<file path="src/mprs_consts.vh">
// Constants for the module power and reset sequencer
`ifndef MPRS_CONSTS_VH
`define MPRS_CONSTS_VH
`define MPRS_CLK_MHZ 125
`define MPRS_PWRUP_MS 2000
`define MPRS_RST_MIN_MS 10
`define MPRS_RST_PWRUP_MS 38
`define MPRS_CYC_PER_MS (`MPRS_CLK_MHZ * 1000)
`define MPRS_CNT_W 32
`define MPRS_ST_OFF 3'h0
`define MPRS_ST_POWERING 3'h1
`define MPRS_ST_ON 3'h2
`define MPRS_ST_RESETTING 3'h3
`define MPRS_ST_RESTART 3'h4
`define MPRS_ST_WAIT_REL 3'h5
`endif

</file>
<file path="src/mprs_low_timer.v">
// Counts how long a synchronised active-low input has stayed low
`timescale 1ns/1ns
module mprs_low_timer
#(
   parameter W = 32
)
(
   input wire clk,
   input wire rst_n,
   input wire level_n,
   input wire [W-1:0] limit,
   output reg reached,
   output reg fell
);
   reg [W-1:0] count;
   reg prev_n;
   always @(posedge clk or negedge rst_n)
   begin
      if (!rst_n)
      begin
         count <= {W{1'b0}};
         reached <= 1'b0;
         fell <= 1'b0;
         prev_n <= 1'b1;
      end
      else
      begin
         prev_n <= level_n;
         fell <= prev_n & ~level_n;
         if (level_n)
         begin
            count <= {W{1'b0}};
            reached <= 1'b0;
         end
         else if (count >= limit)
            reached <= 1'b1;
         else
            count <= count + {{(W-1){1'b0}}, 1'b1};
      end
   end
endmodule

</file>
<file path="src/mprs_sequencer.v">
// Power-on and reset sequencer of the cellular module
// Behaviour
// - A low level on power_on_request_n switches the module on.
// - With battery_supply present the request line idles high through the internal pull-up.
// - After the power-on falling edge the module is fully powered no sooner than 2000 ms.
// - io_supply_status is low while off and high while on in any on mode.
// - io_supply_status stays on while power_on_request_n is low, even during a module reset, until power_off_command or loss of battery_supply.
// - Releasing the request alone never powers the module down; power_off_command does, then the line idles high.
// - A reset needs external_reset_n low for at least 10 ms with the request low, then restarts once external_reset_n is released.
// - After a reset the module comes up again without a new power-on request.
// - A reset clears the processor registers and the RAM contents.
// - external_reset_n is ignored while off and never powers the module on.
// - The module is off whenever the request is high while external_reset_n is held low, except during power-up and restart.
// - After the reset falling edge the module is operational no sooner than 38 ms.
`timescale 1ns/1ns
`include "mprs_consts.vh"
module mprs_sequencer
#(
   parameter [31:0] PWRUP_CYCLES = `MPRS_PWRUP_MS * `MPRS_CYC_PER_MS,
   parameter [31:0] RST_MIN_CYCLES = `MPRS_RST_MIN_MS * `MPRS_CYC_PER_MS,
   parameter [31:0] RST_PWRUP_CYCLES = `MPRS_RST_PWRUP_MS * `MPRS_CYC_PER_MS
)
(
   input wire clk,
   input wire reset_n,
   input wire battery_supply,
   input wire power_on_request_n,
   input wire external_reset_n,
   input wire power_off_command,
   output reg io_supply_status,
   output reg module_ready,
   output reg core_reset_n,
   output reg ram_clear,
   output reg regulator_enable,
   output reg request_pullup_enable
);
   reg rst_meta;
   reg rst_n;
   wire pwr_n_s;
   wire ext_n_s;
   wire pwr_long;
   wire rst_long;
   reg [2:0] state;
   reg [2:0] next_state;
   reg [31:0] wait_count;
   reg [31:0] next_wait_count;
   reg latched_off;
   reg next_latched_off;

   always @(posedge clk or negedge reset_n)
   begin
      if (!reset_n)
      begin
         rst_meta <= 1'b0;
         rst_n <= 1'b0;
      end
      else
      begin
         rst_meta <= 1'b1;
         rst_n <= rst_meta;
      end
   end

   // Inputs idle high so a floating pad reads as no request
   mprs_sync #(.RESET_VAL(1'b1)) u_pwr_sync
   (
      .clk(clk),
      .rst_n(rst_n),
      .d(power_on_request_n),
      .q(pwr_n_s)
   );

   mprs_sync #(.RESET_VAL(1'b1)) u_rst_sync
   (
      .clk(clk),
      .rst_n(rst_n),
      .d(external_reset_n),
      .q(ext_n_s)
   );

   // A one-cycle glitch must not count as a request
   mprs_low_timer #(.W(`MPRS_CNT_W)) u_pwr_timer
   (
      .clk(clk),
      .rst_n(rst_n),
      .level_n(pwr_n_s),
      .limit(32'h0000_0001),
      .reached(pwr_long),
      .fell()
   );

   mprs_low_timer #(.W(`MPRS_CNT_W)) u_rst_timer
   (
      .clk(clk),
      .rst_n(rst_n),
      .level_n(ext_n_s),
      .limit(RST_MIN_CYCLES),
      .reached(rst_long),
      .fell()
   );

   always @*
   begin
      next_state = state;
      next_wait_count = wait_count;
      next_latched_off = latched_off;
      if (pwr_n_s)
         next_latched_off = 1'b0;
      case (state)
         `MPRS_ST_OFF:
         begin
            // Reset input plays no part here
            if (battery_supply && pwr_long && !latched_off)
            begin
               next_state = `MPRS_ST_POWERING;
               next_wait_count = 32'h0000_0000;
            end
         end
         `MPRS_ST_POWERING:
         begin
            if (wait_count >= PWRUP_CYCLES - 32'h0000_0001)
               next_state = `MPRS_ST_ON;
            else
               next_wait_count = wait_count + 32'h0000_0001;
         end
         `MPRS_ST_ON:
         begin
            // Request release is not a power-down
            if (power_off_command)
            begin
               next_state = `MPRS_ST_OFF;
               next_latched_off = ~pwr_n_s;
            end
            else if (!ext_n_s && pwr_n_s)
               next_state = `MPRS_ST_OFF;
            else if (!ext_n_s)
               next_state = `MPRS_ST_RESETTING;
         end
         `MPRS_ST_RESETTING:
         begin
            if (pwr_n_s)
               next_state = `MPRS_ST_OFF;
            else if (rst_long)
            begin
               next_state = `MPRS_ST_WAIT_REL;
               next_wait_count = RST_MIN_CYCLES;
            end
            else if (ext_n_s)
               next_state = `MPRS_ST_ON;
         end
         `MPRS_ST_WAIT_REL:
         begin
            // Count continues from the reset edge toward 38 ms
            if (pwr_n_s && !ext_n_s)
               next_state = `MPRS_ST_OFF;
            else if (ext_n_s)
               next_state = `MPRS_ST_RESTART;
            else if (wait_count < RST_PWRUP_CYCLES)
               next_wait_count = wait_count + 32'h0000_0001;
         end
         `MPRS_ST_RESTART:
         begin
            if (wait_count >= RST_PWRUP_CYCLES - 32'h0000_0001)
               next_state = `MPRS_ST_ON;
            else
               next_wait_count = wait_count + 32'h0000_0001;
         end
         default:
            next_state = `MPRS_ST_OFF;
      endcase
      if (!battery_supply)
         next_state = `MPRS_ST_OFF;
   end

   always @(posedge clk or negedge rst_n)
   begin
      if (!rst_n)
      begin
         state <= `MPRS_ST_OFF;
         wait_count <= 32'h0000_0000;
         latched_off <= 1'b0;
         io_supply_status <= 1'b0;
         module_ready <= 1'b0;
         core_reset_n <= 1'b0;
         ram_clear <= 1'b0;
         regulator_enable <= 1'b0;
         request_pullup_enable <= 1'b0;
      end
      else
      begin
         state <= next_state;
         wait_count <= next_wait_count;
         latched_off <= next_latched_off;
         regulator_enable <= battery_supply;
         request_pullup_enable <= battery_supply;
         io_supply_status <= (next_state != `MPRS_ST_OFF);
         module_ready <= (next_state == `MPRS_ST_ON);
         // Core held in reset while powering up or being reset
         core_reset_n <= (next_state == `MPRS_ST_ON);
         ram_clear <= (next_state == `MPRS_ST_WAIT_REL);
      end
   end
endmodule

</file>
<file path="src/mprs_sync.v">
// Two-stage synchroniser for one level input
`timescale 1ns/1ns
module mprs_sync
#(
   parameter RESET_VAL = 1'b1
)
(
   input wire clk,
   input wire rst_n,
   input wire d,
   output reg q
);
   reg meta;
   always @(posedge clk or negedge rst_n)
   begin
      if (!rst_n)
      begin
         meta <= RESET_VAL;
         q <= RESET_VAL;
      end
      else
      begin
         meta <= d;
         q <= meta;
      end
   end
endmodule

</file>
<file path="config.mk">
export PLATFORM = sky130hd
export DESIGN_NAME = mprs_sequencer
export DESIGN_NICKNAME = d
export VERILOG_FILES = /design/src/mprs_low_timer.v /design/src/mprs_sequencer.v /design/src/mprs_sync.v
export VERILOG_INCLUDE_DIRS = /design/src
export SDC_FILE = /design/constraint.sdc
export NUM_CORES = 1
export LEC_CHECK = 0
export BUFFER_PORTS_ARGS = -buffer_cell sky130_fd_sc_hd__buf_2
export CORE_UTILIZATION = 55
export CTS_CLUSTER_DIAMETER = 100
export DETAILED_ROUTE_END_ITERATION = 6
export GPL_TIMING_DRIVEN = 1
export PLACE_DENSITY_LB_ADDON = 0.2
export SYNTH_ARGS = -nofsm -noshare
export SYNTH_HDL_FRONTEND = slang
export SYNTH_HIERARCHICAL = 1
export SYNTH_SLANG_ARGS = --single-unit
</file>
<file path="constraint.sdc">
create_clock -name clk -period 4.9 [get_ports clk]
set_input_delay 0.245 -clock clk [delete_from_list [all_inputs] [get_ports clk]]
set_output_delay 0.245 -clock clk [all_outputs]
set_load 0.01 [all_outputs]
</file>
==> results.yml, run 1 <==
global_routing:
  grt_antenna_before_repair: 2
  pin_count_of_the_biggest_net_entering_global_routing: 66
  global_routing_usage_summed_across_all_routing_layers_pct: 24.8
  overall_overflow_remaining_after_global_route: 0
  global_route_wire_length_before_repair_mm: 29.3
  vias_in_the_first_global_route: 6278
worst_setup_path:
  crit_cells: 9
  worst_ep_required_ns: 5.19
  worstRegToRegCells: 9
  highest_delay_cell_along_the_critical_path: "sky130_fd_sc_hd__or4_2"
  crit_chain: "inv_1 > ha_1 > nand2b_1 > a2111oi_2 > o21ai_0 > a311oi_2 > o2111ai_1 > or4_2 > a21oi_1"
  crit_end_category: "register"
  crit_type: "reg -> reg"
  largest_fanout_on_the_critical_path: 16
  cpLargestDelayFamily: "compound AO/OA/AOI/OAI gates"
  critPathArrivalTime_ns: 3.64
  critical_path_buf_inv_count: 1
  critical-path-max-stage-delay_ns: 0.78
  critPathLaunchType: "register"
layout:
  most_used_cells_in_the_layout_excluding_fill_and_tap_cells: "108 x sky130_fd_sc_hd__inv_1, 107 x sky130_fd_sc_hd__dfrtp_1, 94 x sky130_fd_sc_hd__a21oi_1"
  layout_commonest_cell: "sky130_fd_sc_hd__inv_1"
  layout-drive-gt1-share_pct: 7.95
  instances_no_fill: 1149
  num-fill-cells: 1229
  antenna_cells: 0
  fin_nets: 1037
  multi_input_comb_area_um2: 4700
  seqCellArea_um2: 2810
  layout-area-overhead-vs-synth_pct: 8.86
placed_design:
  io_buffer_count: 11
  placed_cells_incl_taps: 1130
  routabilityCongestion: 0.915
  detail_placement_hpwl_mm: 12.0
pwr:
  power.density_cell_area_nw_per_um2: 208
  static_leakage_uw: 0.00377
  comb_power_share_pct: 5.7
  cell_internal_pwr_uw: 1330
  netSwitchingFraction_pct: 25.5
  power_switching_uw: 454
  power.clock.fraction_pct: 40.8
  pwr-share-seq_pct: 53.4
  worst_ir_drop_on_vdd_mv: 0.195
route:
  remaining_drc_errors: 0
  routed_wirelength_normalized_by_instance_count_um: 14.7
  drt_iter0_drc: 513
  drt.antenna.violating_nets: 0
  route.detailed.vias_per_inst: 5.80
  vias: 6669
  detailedRoute.firstPassIterationCount: 5
  drt-total-wl_mm: 16.9
clock_network:
  cts_num_sinks: 112
  cts_hold_repair.buffers: 3
  post-cts-setup-buffers: 0
  worst_setup_hold_path_clk_slew_ns: 0.08
  quantity_of_gates_resized_following_cts: 0
  cts_tree: "built"
  clkLatencyLatePin_ns: 0.37
  maximum_buffer_depth_of_the_clock_tree: 2
  htreeDepth: 3
  ctsRootBufferMaster: "sky130_fd_sc_hd__clkbuf_16"
  cts-buffers-inserted: 9
floorplanning:
  core_area_um2: 13900
  floorplan.rows: 43
  initial_utilization_pct: 56.5
  ioPinCount: 12
  die_h_um: 122
  die_w_um: 122
  die_outline_area_um2: 14800
sta:
  timing.final.crit_period_ns: 3.35
  post-route-period-util_pct: 68.4
  unrepaired_setup_endpoints_after_global_routing: "false"
  fin_setup_tns_ns: 0
  hold_viol: 0
  slew_at_the_pin_with_the_worst_max_slew_slack_ns: 1.12
  final-setup-viol-count: 0
  max_clock_freq_mhz: 298
  slew_viol_final: 0
  timing.slew.headroom_pct: 24.6
  clock-skew-final_ns: 0.0143
synthesis:
  synthCells: 905
  ys_warns: 6
  syn_area_per_cell_um2: 8.69
  netlist_area_um2: 7870
min_path:
  hold_class: "in -> reg"
  worst_hold_path.num_cells: 1
status:
  result_of_the_run: "complete, no violations"
job:
  max_cap_viol_count: 0
==> routing by layer <==
metal	part of all wire (%)	GRT usage, %
met5	0.15	0
met3	4.5	4.78
met4	1.3	6.79
met2	47	41.5
met1	47	32.8
==> power by group through the flow <==
stage          combinational (µW)  clock [µW]  sequential [µW]
4_1_cts                       102         749              953
3_3_place_gp                 96.8           0              971
5_1_grt                       122         779              955
2_1_floorplan                72.8           0              973
6_report                      102         728              952
3_5_place_dp                 98.9           0              971
==> per-stage QoR <==
| stage | total power (µW) | area (µm²) | setup WS, ns | hold WS [ns] | utilization (%) |
|---|---|---|---|---|---|
| final | 1780 | 8560 | 1.55 | 0.0833 | 61.5 |
| after detailed placement | 1070 | 8250 | 1.54 | 0.0322 | 59.2 |
| after CTS | 1800 | 8560 | 1.55 | 0.0731 | 61.5 |
| after global routing | 1860 | 8560 | 1.35 | 0.0703 | 61.5 |
| after global placement | 1070 | 8250 | 1.71 | 0.0320 | 59.2 |
| after floorplan | 1050 | 8100 | 1.56 | -0.0506 | - |
==> layout make-up <==
class                   count  share of cell area, %
multi-input cells         712                   54.8
flip-flops and latches    112                   32.8
inverters                 108                   4.73
clock buffers               9                   2.63
well taps                 180                   2.63
repair buffers             21                   1.61
clock inverters             7                  0.731
==> flip-flops by register name (all words and copies together) (netlist names), 3 cells and up <==
register,flops
wait_count,32
u_rst_timer/count,32
u_pwr_timer/count,32
state,3
==> worst paths after layout <==
| kind | from | slack [ns] | endpoint |
|---|---|---|---|
| worst max-delay path | u_pwr_timer/count[0] | 1.55 | u_pwr_timer/count[28] |
| worst min-delay path | battery_supply | 0.08 | request_pullup_enable |
| worst max register to register | u_pwr_timer/count[0] | 1.55 | u_pwr_timer/count[28] |
| worst min register to register | rst_n | 0.36 | u_rst_timer/count[6] |
| max in group asynchronous | rst_n | 3.26 | u_pwr_timer/count[9] |
| min in group asynchronous | reset_n | 0.18 | rst_meta |
(Power assumes the default switching activity.)
==> inputs of run 2 (changes only) <==
Settings changed: ABC_AREA from default to 1.
Clock period 4.9 ns to 2.8 ns, I/O delays scaled along.
==> run 2 against run 1 <==
  * Worst setup slack lost 0.95 ns
  * Clock skew down 0.0021 ns
  * Sequential power increased by 75%
  * Count of clock-buffer cells in the layout is 4 higher
  * Cell area grew 24%
  * Synthesized area up 25%
  * Largest cell class unchanged
  * Synthesized cell count up 71%
  * Global-route usage increased by 1.8 points
  * Die area rose by 25%
  * Combinational power grew 110%
==> results.yml, run 2 <==
synthesis:
  ys_warns: 6
  syn_area_per_cell_um2: 6.36
  synthCells: 1552
  netlist_area_um2: 9870
pwr:
  static_leakage_uw: 0.00552
  worst_ir_drop_on_vdd_mv: 0.275
  power.density_cell_area_nw_per_um2: 297
  report.power.total_uw: 3150
worst_setup_path:
  crit_type: "reg -> reg"
  critPathLaunchType: "register"
  worst_ep_required_ns: 3.08
  critPathArrivalTime_ns: 2.49
  largest_fanout_on_the_critical_path: 32
  crit_end_category: "register"
clock_network:
  cts_num_sinks: 112
  cts_tree: "built"
  clkLatencyLatePin_ns: 0.35
  ctsRootBufferMaster: "sky130_fd_sc_hd__clkbuf_16"
  cts-buffers-inserted: 9
  htreeDepth: 3
  maximum_buffer_depth_of_the_clock_tree: 2
  worst_setup_hold_path_clk_slew_ns: 0.07
  post-cts-setup-buffers: 0
layout:
  num-fill-cells: 1695
  most_used_cells_in_the_layout_excluding_fill_and_tap_cells: "514 x sky130_fd_sc_hd__nand2_1, 213 x sky130_fd_sc_hd__inv_1, 178 x sky130_fd_sc_hd__nor2_1"
  layout_commonest_cell: "sky130_fd_sc_hd__nand2_1"
  seqCellArea_um2: 2810
  multi_input_comb_area_um2: 6150
  layout-drive-gt1-share_pct: 7.33
  largestRegisters: "u_pwr_timer/count (32), u_rst_timer/count (32), wait_count (32)"
  postLayoutCoreUtil_pct: 60.8
  layout-area-overhead-vs-synth_pct: 7.38
  final_cell_area_um2: 10600
  fin_nets: 1678
  antenna_cells: 0
route:
  route.detailed.vias_per_inst: 5.14
  vias: 9428
  route.met3.wl_mm: 1.08
  remaining_drc_errors: 0
  wl_met2_mm: 10.5
  drt.antenna.violating_nets: 0
  met1Wirelength_mm: 11.0
  routed_wirelength_normalized_by_instance_count_um: 12.5
  detailedRoute.firstPassIterationCount: 6
  drt_iter0_drc: 741
  drt-total-wl_mm: 23.0
  highest-signal-layer: "met4"
global_routing:
  grt_antenna_before_repair: 0
  global_route_wire_length_before_repair_mm: 39.8
  vias_in_the_first_global_route: 8533
  global_routing_usage_summed_across_all_routing_layers_pct: 26.6
  pin_count_of_the_biggest_net_entering_global_routing: 66
  overall_overflow_remaining_after_global_route: 0
floorplanning:
  die_outline_area_um2: 18500
  die_h_um: 136
  initial_utilization_pct: 56.6
  ioPinCount: 12
  die_w_um: 136
  core_area_um2: 17400
  floorplan.rows: 48
sta:
  timing.hold.ws_ns: 0.0527
  timing.slew.headroom_pct: 32.5
  clock-skew-final_ns: 0.0121
  max_clock_freq_mhz: 454
  final-setup-viol-count: 0
  post-route-period-util_pct: 78.7
  hold_viol: 0
  slew_viol_final: 0
  timing.final.crit_period_ns: 2.20
  fin_setup_tns_ns: 0
  unrepaired_setup_endpoints_after_global_routing: "false"
  slew_at_the_pin_with_the_worst_max_slew_slack_ns: 1.01
job:
  max_cap_viol_count: 0
placed_design:
  placed_area_um2: 10300
  routabilityCongestion: 0.990
  io_buffer_count: 11
  detail_placement_hpwl_mm: 17.1
status:
  result_of_the_run: "complete, no violations"
min_path:
  hold_class: "in -> reg"
==> run 2: through the flow <==
step,setup slack (ns),cells
after floorplan,0.931,1615
after global placement,0.384,1815
after detailed placement,0.295,1815
after CTS,0.283,1835
after global routing,0.335,1835
final,0.597,1835
==> run 2: final timing paths <==
kind	from	endpoint	slack, ns	cells after the start
min reg2reg	rst_n	wait_count[11]	0.26	0
max in group asynchronous	rst_n	u_pwr_sync/q	1.79	1
max reg2reg	u_rst_timer/count[3]	u_rst_timer/count[3]	0.60	13
min	power_off_command	latched_off	0.05	3
min in group asynchronous	reset_n	rst_meta	0.09	2
max	u_rst_timer/count[3]	u_rst_timer/count[3]	0.60	13
==> run 2: per-layer routing <==
metal	vias to the layer above	global-route usage (%)
li1	4963	-
met1	4223	36.3
met2	218	43.4
met3	24	4.77
met4	0	6.54
met5	-	0
==> run 2: layout make-up <==
cell class	instances	share of cell area, %
Sequential cell	112	26.5
Clock inverter	3	0.248
Clock buffer	13	2.46
Multi-Input combinational cell	1223	58.0
Tap cell	225	2.66
Inverter	232	8.22
Timing Repair Buffer	27	1.87
==> run 2: power breakdown <==
group / internal, µW / switching [µW] / total (µW)
registers: 1640 / 35.1 / 1670
logic: 68.3 / 144 / 212
clock network: 660 / 605 / 1260
total: 2360 / 784 / 3150
==> run 2: repair_timing <==
action,4_1_cts,5_1_grt
endpoints found under the hold margin,5,0
hold buffers,4,0
endpoints found under the setup margin,0,2
gates resized for setup,0,1
==> run 2: worst max-delay path, stage by stage (launching register included) <==
cell and delay, ns:
sky130_fd_sc_hd__dfrtp_1 0.46, sky130_fd_sc_hd__ha_1 0.35, sky130_fd_sc_hd__nand2_1 0.06, sky130_fd_sc_hd__inv_1 0.05
sky130_fd_sc_hd__nand2_1 0.05, sky130_fd_sc_hd__nand2_1 0.05, sky130_fd_sc_hd__nand2_1 0.04, sky130_fd_sc_hd__nand2_1 0.10
sky130_fd_sc_hd__nand2_1 0.06, sky130_fd_sc_hd__nand2_1 0.11, sky130_fd_sc_hd__nand2_2 0.09, sky130_fd_sc_hd__nand2_2 0.46
sky130_fd_sc_hd__nand3_1 0.15, sky130_fd_sc_hd__nand2_1 0.10
==> inputs of run 3 (changes only) <==
Settings changed: ABC_AREA 1 to 0.
Clock period 2.8 ns to 1.96 ns, I/O delays scaled along.
==> run 3 against run 2 <==
  * Sequential share of layout area shrank 2.7 points
  * The flow now finishes with violations (negative setup slack)
  * Count of clock-buffer cells in the layout shrank 4
  * Sequential cell count is the same
  * Wire length grew 21%
  * Global-route usage grew 6.9 points
  * Via count shrank 6.3%
  * Critical path depth shrank 5
  * Power grew 51%
  * Highest routed layer unchanged
  * Combinational power grew 95%
==> results.yml, run 3 (synthesis gave the netlist of run 1 again) <==
clock_network:
  clkLatencyLatePin_ns: 0.37
  worst_setup_hold_path_clk_slew_ns: 0.08
  cts-buffers-inserted: 9
  maximum_buffer_depth_of_the_clock_tree: 2
  ctsRootBufferMaster: "sky130_fd_sc_hd__clkbuf_16"
  cts_tree: "built"
  htreeDepth: 3
  cts_num_sinks: 112
global_routing:
  overall_overflow_remaining_after_global_route: 0
  global_route_wire_length_before_repair_mm: 39.1
  vias_in_the_first_global_route: 8269
  grt_antenna_before_repair: 1
  global_routing_usage_summed_across_all_routing_layers_pct: 33.5
  pin_count_of_the_biggest_net_entering_global_routing: 41
sta:
  layout_setup_ws_ns: -0.852
  timing.slew.headroom_pct: 53.5
  slew_at_the_pin_with_the_worst_max_slew_slack_ns: 0.691
  clock-skew-final_ns: 0.00892
  unrepaired_setup_endpoints_after_global_routing: "true"
  max_clock_freq_mhz: 356
  slew_viol_final: 0
  timing.hold.ws_ns: 0.0222
  hold_viol: 0
  timing.final.crit_period_ns: 2.81
  final-setup-viol-count: 104
  post-route-period-util_pct: 143
  fin_setup_tns_ns: -69.39
worst_setup_path:
  reg2reg_from: "u_pwr_timer/count[19]"
  critical-path-max-stage-delay_ns: 0.48
  largest_fanout_on_the_critical_path: 5
  worst_ep_required_ns: 2.26
  crit_end_category: "register"
  critPathLaunchType: "register"
  cpLargestDelayFamily: "compound AO/OA/AOI/OAI gates"
  critical_path_buf_inv_count: 0
  crit_type: "reg -> reg"
  r2r-end: "u_pwr_timer/count[17]"
  crit_chain: "ha_1 > a21oi_2 > o21ai_0 > a211o_1 > a311o_1 > a211oi_4 > or4b_1 > a21oi_1"
  highest_delay_cell_along_the_critical_path: "sky130_fd_sc_hd__or4b_1"
  critPathArrivalTime_ns: 3.11
  timing.reg2reg.setup_slack_ns: -0.85
  worstRegToRegCells: 8
pwr:
  worst_ir_drop_on_vdd_mv: 0.516
  power.density_cell_area_nw_per_um2: 404
  static_leakage_uw: 0.00533
  report.power.total_uw: 4760
layout:
  num-fill-cells: 679
  largestRegisters: "u_pwr_timer/count (32), u_rst_timer/count (32), wait_count (32)"
  fin_nets: 1298
  layout-drive-gt1-share_pct: 41.1
  layout_commonest_cell: "sky130_fd_sc_hd__buf_4"
  most_used_cells_in_the_layout_excluding_fill_and_tap_cells: "224 x sky130_fd_sc_hd__buf_4, 107 x sky130_fd_sc_hd__dfrtp_1, 104 x sky130_fd_sc_hd__inv_1"
  layout-area-overhead-vs-synth_pct: 49.7
  instances_no_fill: 1411
  postLayoutCoreUtil_pct: 84.5
floorplanning:
  die_h_um: 122
  die_w_um: 122
  ioPinCount: 12
  initial_utilization_pct: 56.5
  floorplan.rows: 43
  die_outline_area_um2: 14800
  core_area_um2: 13900
route:
  drt_iter0_drc: 1060
  remaining_drc_errors: 0
  route.detailed.vias_per_inst: 6.26
  detailedRoute.firstPassIterationCount: 6
  routed_wirelength_normalized_by_instance_count_um: 19.6
  drt-total-wl_mm: 27.7
  drt.antenna.violating_nets: 0
  vias: 8834
placed_design:
  routabilityCongestion: 0.944
  placed_cells_incl_taps: 1353
  io_buffer_count: 11
  detail_placement_hpwl_mm: 14.8
min_path:
  hold_class: "in -> reg"
  holdCritStartpoint: "power_off_command"
  worst_hold_path.num_cells: 3
  timing.hold.worst_endpoint: "latched_off"
status:
  result_of_the_run: "finished with violations"
  violated_checks: "negative setup slack"
job:
  max_cap_viol_count: 0
==> run 3: worst max-delay path by stage <==
stage	start	end	slack (ns)	depth (start not counted)
3_3_place_gp	wait_count[27]	wait_count[8]	-0.70	8
3_5_place_dp	wait_count[27]	wait_count[25]	-0.75	8
5_1_grt	wait_count[28]	wait_count[16]	-1.08	10
6_report	u_pwr_timer/count[19]	u_pwr_timer/count[17]	-0.85	8
4_1_cts	wait_count[28]	wait_count[20]	-0.69	9
2_1_floorplan	wait_count[26]	wait_count[13]	-0.64	9
==> run 3: stage by stage <==
step / setup slack (ns) / area, µm²
CTS: -0.687 / 11100
floorplan: -0.642 / 8390
detailed placement: -0.753 / 10200
global placement: -0.704 / 10200
finish: -0.852 / 11800
global route: -1.08 / 11800
==> run 3: area by class of cell <==
type                    instances  area [µm²]  area share [%]
diodes                          1        2.50          0.0213
clock buffers                   9         225            1.91
clock inverters                 7        80.1           0.680
inverters                     108         405            3.44
multi-input cells             714        5740            48.8
flip-flops and latches        112        2810            23.9
well taps                     180         225            1.91
repair buffers                280        2280            19.4
==> run 3: what timing repair did <==
item	in CTS	in global routing
hold buffers	3	0
hold endpoints to repair	4	0
cloned	7	1
endpoints found under the setup margin	104	104
pin swaps	40	48
setup buffers	26	17
gates resized for setup	99	119
==> run 3: routing by layer <==
layer  up-vias  track usage [%]  part of all wire [%]
met5         -                0                     0
li1       3904                -                     -
met1      4271             42.2                    39
met4         0             16.9                   4.7
met2       499             55.9                    49
met3       160             5.15                   7.3
==> run 3: where the power goes <==
part           switching (µW)  internal [µW]  total, µW
clock network             973           1010       1980
registers                33.6           2340       2370
logic                     244            170        413
==> run 3: worst register-to-register path, cell delays in order, from the launching register on <==
cell and delay [ns]:
sky130_fd_sc_hd__dfrtp_1 0.39, sky130_fd_sc_hd__ha_1 0.29, sky130_fd_sc_hd__a21oi_2 0.21, sky130_fd_sc_hd__o21ai_0 0.17, sky130_fd_sc_hd__a211o_1 0.32, sky130_fd_sc_hd__a311o_1 0.35, sky130_fd_sc_hd__a211oi_4 0.40, sky130_fd_sc_hd__or4b_1 0.48
sky130_fd_sc_hd__a21oi_1 0.14
